==> src/verilog/mbd_consts.vh <==
// mbd_consts.vh: codes, field positions and reset values for the
// serial-protocol diagnostic and exception handler.
// assumes: included by bare name from the design files.
`ifndef MBD_CONSTS_VH
`define MBD_CONSTS_VH

// ----------------------------------------
// function codes
// ----------------------------------------
`define MBD_FC_RD_OBITS 8'h01
`define MBD_FC_RD_IBITS 8'h02
`define MBD_FC_RD_OREGS 8'h03
`define MBD_FC_RD_IREGS 8'h04
`define MBD_FC_WR_OBIT 8'h05
`define MBD_FC_WR_OREG 8'h06
`define MBD_FC_DIAG 8'h08
`define MBD_FC_WR_OBITS 8'h0f
`define MBD_FC_WR_OREGS 8'h10

// ----------------------------------------
// diagnostic sub-codes and data values
// ----------------------------------------
`define MBD_SUB_ECHO 16'h0000
`define MBD_SUB_RESTART 16'h0001
`define MBD_SUB_DIAGREG 16'h0002
`define MBD_SUB_DELIM 16'h0003
`define MBD_SUB_LISTEN 16'h0004
`define MBD_SUB_CLRCNT 16'h000a
`define MBD_SUB_CRCCNT 16'h000c
`define MBD_SUB_EXCCNT 16'h000d
`define MBD_SUB_MSGCNT 16'h000e
`define MBD_SUB_NORSP 16'h000f
`define MBD_SUB_ZERO0 16'h0010
`define MBD_SUB_ZERO1 16'h0011
`define MBD_SUB_CHARERR 16'h0012
`define MBD_DATA_ZERO 16'h0000
`define MBD_DATA_CLRLO 16'hff00

// ----------------------------------------
// exception and master error codes
// ----------------------------------------
`define MBD_EX_NONE 4'h0
`define MBD_EX_FUNC 4'h1
`define MBD_EX_ADDR 4'h2
`define MBD_EX_VALUE 4'h3
`define MBD_EX_WRPROT 4'h8
`define MBD_ME_WRINH 4'hd
`define MBD_ME_LENGTH 4'he
`define MBD_ME_TIMEOUT 4'hf

// ----------------------------------------
// register fields and reset values
// ----------------------------------------
`define MBD_DREG_LISTEN_BIT 5
`define MBD_WERR_LSB 8
`define MBD_RERR_LSB 12
`define MBD_DELIM_RST 8'h0a
`define MBD_CNT_W 16

`endif

==> src/verilog/mbd_counter.v <==
// mbd_counter.v: one saturating diagnostic event counter.
// assumes: count and clear are single-cycle pulses on clock.
`timescale 1ns/1ps
`include "mbd_consts.vh"

module mbd_counter
#(
  parameter WIDTH = `MBD_CNT_W
)
(
  input wire clock,
  input wire srst,
  input wire clear,
  input wire count,
  output wire [WIDTH-1:0] value
);

  reg [WIDTH-1:0] value_q;
  reg [WIDTH-1:0] value_d;

  // an event in the clear cycle counts as the first after it
  always @*
  begin
    value_d = value_q;
    if (clear)
      value_d = {WIDTH{1'b0}};
    if (count && (clear || value_q != {WIDTH{1'b1}}))
      value_d = value_d + {{(WIDTH-1){1'b0}}, 1'b1};
  end

  always @(posedge clock)
  begin
    if (srst)
      value_q <= {WIDTH{1'b0}};
    else
      value_q <= value_d;
  end

  assign value = value_q;

endmodule

==> src/verilog/mbd_diag_handler.v <==
// mbd_diag_handler.v: diagnostic sub-code interpreter, slave exception
// generator and master error recorder for a serial protocol link.
// assumes: a framer on the same clock delivers decoded requests and
// link events as single-cycle pulses, and sends what this answers.
//
// Overview of operation
// - function 8 carries a 16-bit sub-code then a 16-bit data field.
// - sub-code 0000 echoes the request data unchanged.
// - 0001/0000 restarts; 0001/FF00 also clears counters, ends listen.
// - sub-codes 0002, 0010 and 0011 answer with data zero.
// - sub-code 0003 takes upper data byte as delimiter and echoes.
// - sub-code 0004/0000 enters listen-only mode and sends nothing.
// - sub-code 000C returns count of CRC errors addressed to us.
// - sub-code 000D returns count of exception responses sent.
// - sub-code 000E returns count of good messages addressed to us.
// - sub-code 000F returns count of lost messages plus exception 01 answers sent.
// - sub-code 0012 returns overrun plus parity plus framing errors.
// - illegal function gives exception 01; 000B, 0013, 0014 unsupported.
// - a nonexistent address gives exception 02.
// - an invalid data value gives exception 03.
// - a write to a write-disabled table gives exception 08.
// - as slave only exception codes 01, 02, 03 and 08 appear.
// - as master a slave's exception code goes into mstWriteErr or mstReadErr.
// - as master a write with no write code enabled records 0D.
// - as master a wrong response length records 0E.
// - as master a response timeout records 0F.
// - separate tables: 01/05/15 out bits, 02 in bits, 03/06/16, 04.
// - single range: codes 01 and 02 alike, 03 and 04 alike.
// - diagnostic register bit 5 shows listen-only mode.
`timescale 1ns/1ps
`include "mbd_consts.vh"

module mbd_diag_handler
#(
  parameter CNT_W = `MBD_CNT_W
)
(
  input wire clock,
  input wire srst,
  // ----- slave request side -----
  input wire reqValid,
  input wire [7:0] reqFunc,
  input wire [15:0] reqSubCode,
  input wire [15:0] reqData,
  input wire reqAddrOk,
  input wire reqValueOk,
  input wire reqWriteDisabled,
  input wire singleRange,
  // ----- link events from the framer -----
  input wire evCrcError,
  input wire evGoodMsg,
  input wire evCharError,
  input wire evBufferFail,
  // ----- slave answer side -----
  output reg rspValid,
  output reg rspException,
  output reg [7:0] rspFunc,
  output reg [15:0] rspData,
  output reg [3:0] rspExcCode,
  output reg rspSuppressed,
  output reg restartPulse,
  output reg [7:0] asciiDelim,
  output reg [15:0] diagReg,
  // ----- master error recording -----
  input wire mstValid,
  input wire mstIsWrite,
  input wire mstWriteEnabled,
  input wire mstGotException,
  input wire [3:0] mstExcCode,
  input wire mstLengthBad,
  input wire mstTimeout,
  output reg [3:0] mstWriteErr,
  output reg [3:0] mstReadErr
);

  // ----------------------------------------
  // helpers
  // ----------------------------------------
  function [3:0] excFor;
    input known;
    input addrOk;
    input valueOk;
    input wrDis;
    input isWr;
    begin
      if (!known)
        excFor = `MBD_EX_FUNC;
      else if (!addrOk)
        excFor = `MBD_EX_ADDR;
      else if (!valueOk)
        excFor = `MBD_EX_VALUE;
      else if (isWr && wrDis)
        excFor = `MBD_EX_WRPROT;
      else
        excFor = `MBD_EX_NONE;
    end
  endfunction

  function [15:0] padCnt;
    input [CNT_W-1:0] c;
    begin
      padCnt = c[15:0];
    end
  endfunction

  // ----------------------------------------
  // table decode
  // ----------------------------------------
  wire tblKnown;
  wire tblWrite;

  mbd_table_map uMap
  (
    .singleRange(singleRange),
    .funcCode(reqFunc),
    .known(tblKnown),
    .isWrite(tblWrite),
    .isReg(),
    .isInput()
  );

  // ----------------------------------------
  // listen-only state
  // ----------------------------------------
  reg listenOnly_q;
  reg listenOnly_d;

  // ----------------------------------------
  // request interpretation
  // ----------------------------------------
  wire isDiag = (reqFunc == `MBD_FC_DIAG);
  wire isRestart = isDiag && (reqSubCode == `MBD_SUB_RESTART);
  wire take = reqValid && (!listenOnly_q || isRestart);

  reg answer;
  reg sendExc;
  reg [3:0] excCode;
  reg [15:0] ansData;
  reg clearCnt;
  reg doRestart;
  reg setDelim;

  wire [CNT_W-1:0] cntCrc;
  wire [CNT_W-1:0] cntExc;
  wire [CNT_W-1:0] cntMsg;
  wire [CNT_W-1:0] cntNoRsp;
  wire [CNT_W-1:0] cntChar;

  always @*
  begin
    answer = 1'b0;
    sendExc = 1'b0;
    excCode = `MBD_EX_NONE;
    ansData = reqData;
    clearCnt = 1'b0;
    doRestart = 1'b0;
    setDelim = 1'b0;
    listenOnly_d = listenOnly_q;
    if (take && isDiag)
    begin
      answer = 1'b1;
      case (reqSubCode)
        `MBD_SUB_ECHO: ansData = reqData;
        `MBD_SUB_RESTART:
        begin
          if (reqData == `MBD_DATA_ZERO)
            doRestart = 1'b1;
          else if (reqData == `MBD_DATA_CLRLO)
          begin
            doRestart = 1'b1;
            clearCnt = 1'b1;
            listenOnly_d = 1'b0;
          end
          else
          begin
            sendExc = 1'b1;
            excCode = `MBD_EX_VALUE;
          end
        end
        `MBD_SUB_DIAGREG, `MBD_SUB_ZERO0, `MBD_SUB_ZERO1:
          ansData = 16'h0000;
        `MBD_SUB_DELIM: setDelim = 1'b1;
        `MBD_SUB_LISTEN:
        begin
          if (reqData == `MBD_DATA_ZERO)
          begin
            answer = 1'b0;
            listenOnly_d = 1'b1;
          end
          else
          begin
            sendExc = 1'b1;
            excCode = `MBD_EX_VALUE;
          end
        end
        `MBD_SUB_CLRCNT:
        begin
          if (reqData == `MBD_DATA_ZERO)
            clearCnt = 1'b1;
          else
          begin
            sendExc = 1'b1;
            excCode = `MBD_EX_VALUE;
          end
        end
        `MBD_SUB_CRCCNT: ansData = padCnt(cntCrc);
        `MBD_SUB_EXCCNT: ansData = padCnt(cntExc);
        `MBD_SUB_MSGCNT: ansData = padCnt(cntMsg);
        `MBD_SUB_NORSP: ansData = padCnt(cntNoRsp);
        `MBD_SUB_CHARERR: ansData = padCnt(cntChar);
        default:
        begin
          // 000b, 0013, 0014 and all others
          sendExc = 1'b1;
          excCode = `MBD_EX_FUNC;
        end
      endcase
    end
    else if (take)
    begin
      answer = 1'b1;
      // only 00, 01, 02, 03 or 08 can leave this function
      excCode = excFor(tblKnown, reqAddrOk, reqValueOk,
        reqWriteDisabled, tblWrite);
      sendExc = (excCode != `MBD_EX_NONE);
    end
  end

  // ----------------------------------------
  // diagnostic counters
  // ----------------------------------------
  wire excSent = answer && sendExc;
  // an unsupported function or a lost message counts as unanswered
  wire noRsp = evBufferFail || (excSent && excCode == `MBD_EX_FUNC);

  mbd_counter #(.WIDTH(CNT_W)) uCntCrc
  (
    .clock(clock),
    .srst(srst),
    .clear(clearCnt),
    .count(evCrcError),
    .value(cntCrc)
  );

  mbd_counter #(.WIDTH(CNT_W)) uCntExc
  (
    .clock(clock),
    .srst(srst),
    .clear(clearCnt),
    .count(excSent),
    .value(cntExc)
  );

  mbd_counter #(.WIDTH(CNT_W)) uCntMsg
  (
    .clock(clock),
    .srst(srst),
    .clear(clearCnt),
    .count(evGoodMsg),
    .value(cntMsg)
  );

  mbd_counter #(.WIDTH(CNT_W)) uCntNoRsp
  (
    .clock(clock),
    .srst(srst),
    .clear(clearCnt),
    .count(noRsp),
    .value(cntNoRsp)
  );

  mbd_counter #(.WIDTH(CNT_W)) uCntChar
  (
    .clock(clock),
    .srst(srst),
    .clear(clearCnt),
    .count(evCharError),
    .value(cntChar)
  );

  // ----------------------------------------
  // slave answer registers
  // ----------------------------------------
  always @(posedge clock)
  begin
    if (srst)
    begin
      listenOnly_q <= 1'b0;
      rspValid <= 1'b0;
      rspException <= 1'b0;
      rspFunc <= 8'h00;
      rspData <= 16'h0000;
      rspExcCode <= 4'h0;
      rspSuppressed <= 1'b0;
      restartPulse <= 1'b0;
      asciiDelim <= `MBD_DELIM_RST;
      diagReg <= 16'h0000;
    end
    else
    begin
      listenOnly_q <= listenOnly_d;
      rspValid <= answer;
      rspException <= answer && sendExc;
      rspFunc <= reqFunc;
      rspData <= ansData;
      rspExcCode <= excCode;
      // requests dropped while listening, plus the entry request itself
      rspSuppressed <= reqValid && !answer;
      restartPulse <= doRestart;
      if (setDelim)
        asciiDelim <= reqData[15:8];
      diagReg <= 16'h0000;
      diagReg[`MBD_DREG_LISTEN_BIT] <= listenOnly_d;
    end
  end

  // ----------------------------------------
  // master error recording
  // ----------------------------------------
  // priority: local faults first, then the slave's own code
  reg [3:0] mstCode;

  always @*
  begin
    mstCode = `MBD_EX_NONE;
    if (mstIsWrite && !mstWriteEnabled)
      mstCode = `MBD_ME_WRINH;
    else if (mstTimeout)
      mstCode = `MBD_ME_TIMEOUT;
    else if (mstLengthBad)
      mstCode = `MBD_ME_LENGTH;
    else if (mstGotException)
      mstCode = mstExcCode;
  end

  always @(posedge clock)
  begin
    if (srst)
    begin
      mstWriteErr <= 4'h0;
      mstReadErr <= 4'h0;
    end
    else if (mstValid)
    begin
      // a clean transaction returns the field to zero
      if (mstIsWrite)
        mstWriteErr <= mstCode;
      else
        mstReadErr <= mstCode;
    end
  end

endmodule

==> src/verilog/mbd_table_map.v <==
// mbd_table_map.v: maps a function code to a table class and
// access kind, for the separate-table and single-range dialects.
// assumes: purely combinational; inputs come from the same clock.
`timescale 1ns/1ps
`include "mbd_consts.vh"

module mbd_table_map
(
  input wire singleRange,
  input wire [7:0] funcCode,
  output reg known,
  output reg isWrite,
  output reg isReg,
  output reg isInput
)
;

  always @*
  begin
    known = 1'b1;
    isWrite = 1'b0;
    isReg = 1'b0;
    isInput = 1'b0;
    case (funcCode)
      `MBD_FC_RD_OBITS: isInput = 1'b0;
      `MBD_FC_RD_IBITS: isInput = ~singleRange;
      `MBD_FC_RD_OREGS: isReg = 1'b1;
      `MBD_FC_RD_IREGS:
      begin
        isReg = 1'b1;
        isInput = ~singleRange;
      end
      `MBD_FC_WR_OBIT, `MBD_FC_WR_OBITS: isWrite = 1'b1;
      `MBD_FC_WR_OREG, `MBD_FC_WR_OREGS:
      begin
        isWrite = 1'b1;
        isReg = 1'b1;
      end
      default: known = 1'b0;
    endcase
  end

endmodule
==> config.mk <==
export PLATFORM = sky130hd
export DESIGN_NAME = mbd_diag_handler
export DESIGN_NICKNAME = d
export VERILOG_FILES = /design/src/verilog/mbd_counter.v /design/src/verilog/mbd_diag_handler.v /design/src/verilog/mbd_table_map.v
export VERILOG_INCLUDE_DIRS = /design/src /design/src/verilog
export SDC_FILE = /design/constraint.sdc
export NUM_CORES = 1
export LEC_CHECK = 0
export ABC_CLOCK_PERIOD_IN_PS = 10000
export BUFFER_PORTS_ARGS = -buffer_cell sky130_fd_sc_hd__buf_2
export CAP_MARGIN = 40
export CORE_ASPECT_RATIO = 0.5
export CORE_MARGIN = 2
export CORE_UTILIZATION = 62
export CTS_CLUSTER_DIAMETER = 100
export DETAILED_ROUTE_END_ITERATION = 12
export PLACE_DENSITY = 0.95
export SYNTH_ARGS = -nofsm -noshare
export SYNTH_HDL_FRONTEND = slang
export SYNTH_HIERARCHICAL = 1
export SYNTH_SLANG_ARGS = --single-unit
==> constraint.sdc <==
create_clock -name clock -period 10 [get_ports clock]
set_clock_uncertainty 0.05 [all_clocks]
set_input_delay 1.5 -clock clock [delete_from_list [all_inputs] [get_ports clock]]
set_output_delay 1.5 -clock clock [all_outputs]
set_load 0.01 [all_outputs]
==> results of run 1 <==
-- worst max-delay path, stage by stage --
cell and delay, ns:
buf_2 0.12, nor4_1 0.70, nand4_1 0.43, o22ai_1 0.26
and3_2 0.21, buf_4 0.51, nor2b_1 0.18, ha_1 0.28
and4b_1 0.28, a2111oi_0 0.48, a31oi_1 0.10, nand2_1 0.10
-- state kept, by name (all words and copies together), names as in the netlist, 3 cells and up --
signal	flops
asciiDelim	8
uCntChar/value	16
uCntNoRsp/value	16
uCntExc/value	16
mstWriteErr	4
rspExcCode	3
rspData	16
uCntMsg/value	16
uCntCrc/value	16
mstReadErr	4
rspFunc	8
-- power by group through the flow --
stage | clock network (mW) | logic, mW | registers, mW
floorplan | 0 | 0.0745 | 0.550
global placement | 0 | 0.109 | 0.549
detailed placement | 0 | 0.114 | 0.550
CTS | 0.660 | 0.117 | 0.539
global route | 0.687 | 0.130 | 0.541
finish | 0.662 | 0.120 | 0.540
-- metrics by stage --
| stage | worst slack, ns | total power, mW | cell area (µm²) | std cells | util, % |
|---|---|---|---|---|---|
| final | 5.13 | 1.32 | 8800 | 1167 | 73.5 |
| after global routing | 4.87 | 1.36 | 8800 | 1167 | 73.5 |
| after CTS | 5.26 | 1.32 | 8800 | 1167 | 73.5 |
| after detailed placement | 4.94 | 0.664 | 8180 | 1137 | 68.3 |
| after global placement | 5.11 | 0.658 | 8180 | 1137 | 68.3 |
| after floorplan | 5.70 | 0.624 | 7770 | 931 | - |
-- worst min path at each step --
stage	slack [ns]	end	startpoint
floorplan	0.40	uCntCrc/value[15]	uCntCrc/value[15]
global placement	0.41	mstWriteErr[1]	mstWriteErr[1]
detailed placement	0.43	uCntNoRsp/value[11]	uCntNoRsp/value[11]
CTS	0.44	uCntNoRsp/value[11]	uCntNoRsp/value[11]
global route	0.47	uCntCrc/value[15]	uCntCrc/value[15]
finish	0.44	uCntNoRsp/value[11]	uCntNoRsp/value[11]
-- routing by layer --
metal,vias to the layer above,share of wire [%],GRT usage (%)
met5,-,0,0
met4,0,3.7,14.4
met3,117,12,8.34
met2,705,47,58.6
met1,3835,37,41.0
li1,3666,-,-
-- cell type report --
class,count,area share (%)
clock buffers,21,5.23
clock inverters,9,1.81
inverters,16,0.682
multi-input cells,718,54.5
flip-flops and latches,128,29.1
well taps,165,2.35
repair buffers,110,6.37
==> results.tsv, run 1 <==
metric	value	unit
Reg clk slew, reported paths	0.06	ns
Post CTS Setup Buffer Count	0	
number of global-route vias before repair	7591	
Peak Freq	205	MHz
Tcrit/Tclk final	48.7	%
die area	13400	µm²
Critical Path Start	reqData[0]	
Wirelength per Cell	20.4	µm
ANT cells	0	
number of vias per cell	7.13	
final WL	23.8	mm
Sw Share	24.4	%
worst vdd ir	116	µV
Clock Latency Late Sink	0.42	ns
Final #Nets	1057	
gr ovfl total	0	
die width	162	µm
Layout area overhead	14.1	%
arrival time at the worst endpoint	5.18	ns
all-layer global routing usage	34.1	%
std cell rows	28	
hold path cells	2	
status	completed	
initial antenna violation count	0	
Worst EP required	10.31	ns
Worst Max-Slew Pin Slew	1.00	ns
drt first pass iters	7	
first-pass GRT wire length	37.4	mm
Seq. cell area	2560	µm²
Die Span Y	82.9	µm
Critical Path Fanout Max	70	
commonest non-fill, non-tap cell in the layout	dfxtp_1	
global placer's final weighted congestion	0.984	
Startpoint Class	input port	
TritonCTS Sinks	128	
reg-to-reg slack, setup	6.42	ns
vias	8323	
largest net degree at the start of global routing	82	
CP Capture Type	register	
max_cap viols	0	
Internal	1.00	mW
clk buf depth	2	
Initial Utilization	64.4	%
Syn. warnings	6	
Gate power share	9.1	%
Mapped Cells	916	
Post-CTS Resized	0	
Psw	0.323	mW
Min Clock Period, post-route	4.87	ns
LEAKAGE	3.01	nW
Crit Path Category	input port to register	
Slew Limit Fails	0	
H-tree Lvls	4	
TritonCTS clock tree	done	
Setup crit end	uCntExc/value[4]	
share of layout cells above drive strength 1	19.5	%
Final Hold Viols	0	
Boundary Pins	125	
core area	12000	µm²
worst reg2reg endpoint	uCntChar/value[14]	
CTS buffer count	17	
Hold Path Class	register to register	
Port Buffers	107	
Reg power frac	40.8	%
CTS Root Cell	clkbuf_16	
Clock Power Share	50.1	%
Final HPWL DP	15.4	mm
Mapped Area	7710	µm²
filler instances	810	
DRC	0	
area occupied by multi-input gates	4790	µm²
final setup fails	0	
DRT iter0 DRCs	1426	
commonest cells after routing, fill and taps aside	dfxtp_1, buf_2, nand2_1	
RSZ-0062 raised after global routing	false	
PwrDens	150	nW/µm²
Hold Slack	0.439	ns
syn avg cell area	8.42	µm²
worst rel slew slack	32.8	%
TNS Setup	0	ns
worst reg2reg path depth	11	
Post-DRT Antenna Nets	0	
Reg2Reg Launch Point	listenOnly_q	
CTS Hold Bufs	0	
(Power assumes the default switching activity.)
==> run 2: changes to the inputs <==
- ABC_CLOCK_PERIOD_IN_PS: 10000 -> 5000
- CORE_UTILIZATION: 62 -> 58
- PLACE_DENSITY: 0.95 -> 0.92
- clock period: 10 -> 5 ns (I/O delays scaled with it)
==> run 2 against run 1 <==
  * Power increased by 94%
  * Flip-flop and latch count stayed put
  * Combinational power is 100% higher
  * Die area rose by 6.6%
  * Global-route usage is 3.1 points lower
  * First-iteration DRC count down 26%
  * Register-to-register slack got worse by 4.9 ns
  * Clock power grew 87%
  * Utilization shrank 4.6 points
  * Final cell count is 0.86% higher
  * Cell area is 0.16% higher
  * Wire length is 5.4% lower
  * Largest cell class unchanged
  * Largest power group unchanged
==> results.tsv, run 2 (same netlist as run 1, synthesis figures left out) <==
metric	value	unit	change
status	completed		
worst rel slew slack	36.5	%	+3.7 points
commonest non-fill, non-tap cell in the layout	dfxtp_1		
worst vdd ir	241	µV	+110%
clk buf depth	2		unchanged
die width	167	µm	+3.3%
Port Buffers	107		unchanged
DRT iter0 DRCs	1055		-26%
Post CTS Setup Buffer Count	0		unchanged
max_cap viols	0		unchanged
Clock Latency Late Sink	0.43	ns	about the same
slowest stage delay, CP	0.85	ns	+0.15 ns
core area	12800	µm²	+6.9%
vias	8132		-2.3%
Peak Freq	234	MHz	
slowest CP cell	and3_2		
LEAKAGE	3.03	nW	+0.58%
all-layer global routing usage	31.0	%	-3.1 points
Crit Path Category	input port to register		
largest net degree at the start of global routing	78		-4.9%
Post-CTS Resized	0		unchanged
TritonCTS Sinks	128		unchanged
Reg2Reg Launch Point	listenOnly_q		
share of layout cells above drive strength 1	20.0	%	+0.50 points
PwrDens	291	nW/µm²	+94%
CP top delay family	simple AND/OR/NAND/NOR gates		
CP Capture Type	register		
DRC	0		unchanged
gr ovfl total	0		unchanged
initial antenna violation count	0		unchanged
Reg clk slew, reported paths	0.06	ns	about the same
CTS buffer count	17		unchanged
area occupied by multi-input gates	4790	µm²	unchanged
Final #Nets	1060		+0.28%
worst reg2reg path depth	10		-1
worst reg2reg endpoint	uCntCrc/value[10]		
drt first pass iters	6		-1
Worst Max-Slew Pin Slew	0.953	ns	-0.0499 ns
reg-to-reg slack, setup	1.53	ns	-4.89 ns
RSZ-0062 raised after global routing	false		
Final HPWL DP	15.3	mm	-0.95%
H-tree Lvls	4		unchanged
Slew Limit Fails	0		unchanged
Min Clock Period, post-route	4.28	ns	
Layout area overhead	14.3	%	
Critical Path Fanout Max	50		-29%
total power	2.56	mW	+94%
std cell rows	29		+3.6%
Crit. path cell count	11		-1
final WL	22.5	mm	-5.4%
Worst EP required	5.31	ns	-5.00 ns
global placer's final weighted congestion	0.996		+1.2%
ANT cells	0		unchanged
first-pass GRT wire length	36.3	mm	-3.0%
Boundary Pins	125		unchanged
die area	14300	µm²	+6.6%
Startpoint Class	input port		
Hold Path Class	register to register		
CTS Root Cell	clkbuf_16		
Initial Utilization	60.2	%	-4.2 points
TNS Setup	0	ns	unchanged
number of global-route vias before repair	7367		-3.0%
TritonCTS clock tree	done		
Tcrit/Tclk final	85.6	%	
Wirelength per Cell	19.2	µm	-6.2%
commonest cells after routing, fill and taps aside	dfxtp_1, buf_2, nand2_1		
crit-path cells	buf_2, nor4b_1, nand3_1, nor2_1, and3_2, nor2b_1, ha_1, and4b_1, a2111oi_0, a31oi_1, nand2_1		
final setup fails	0		unchanged
number of vias per cell	6.91		-3.1%
worst path bufs/invs	1		-1
filler instances	969		+20%
Final Hold Viols	0		unchanged
Hold Slack	0.423	ns	-0.0152 ns
Seq. cell area	2560	µm²	unchanged
Die Span Y	85.5	µm	+3.2%
CTS Hold Bufs	0		unchanged
Post-DRT Antenna Nets	0		unchanged
Critical Path Start	reqFunc[0]		
Setup crit end	uCntNoRsp/value[4]		
arrival time at the worst endpoint	4.59	ns	-0.59 ns
[run 2: cell count changes in the layout (fill, tap and decap cells not counted)]
cell and delta:
inv_6 +5, buf_4 +2, bufinv_16 -2, clkbuf_8 -2
clkinv_2 +2, clkinv_4 +2, clkinvlp_4 -2, buf_16 +1
clkbuf_1 -1
[run 2: how the worst min path moves through the flow]
stage,start,to,cells past startpoint
after CTS,mstWriteErr[1],mstWriteErr[1],2
after global placement,mstWriteErr[1],mstWriteErr[1],2
after global routing,asciiDelim[0],asciiDelim[0],2
final,mstWriteErr[1],mstWriteErr[1],2
after floorplan,uCntCrc/value[15],uCntCrc/value[15],2
after detailed placement,mstWriteErr[1],mstWriteErr[1],2
[run 2: cell type report]
class,count,share of cell area [%]
Multi-Input combinational cell,718,54.4
Sequential cell,128,29.1
Timing Repair Buffer,113,6.84
Clock buffer,18,4.87
Tap cell,170,2.41
Clock inverter,14,1.76
Inverter,16,0.681
[run 2: metrics by stage]
step	area, µm²	instances	util, %	setup WS [ns]
global placement	8200	1144	64.1	0.837
finish	8820	1177	68.8	0.722
detailed placement	8230	1145	64.3	0.660
CTS	8820	1177	68.8	0.910
global route	8820	1177	68.8	0.578
floorplan	7770	931	-	1.45
[run 2: power breakdown]
group          leakage [nW]  switching [mW]  internal (mW)
registers              1.04          0.0256           1.05
logic                  1.70           0.148         0.0941
clock network         0.282           0.503          0.741
[run 2: layer usage]
layer  part of all wire (%)  wire length (µm)  vias to the layer above  track usage [%]
met2                     47             10600                      530             52.5
met5                      0                 0                        -                0
met1                     40              8930                     3840             37.9
met3                     10              2290                       91             7.61
li1                       -                 -                     3671                -
met4                    3.0               678                        0             14.3
[run 2: worst min-delay path, delay by kind of cell (launching register included)]
kind            cells  cell delay (ns)
simple gates        1             0.06
flops               1             0.31
compound gates      1             0.06
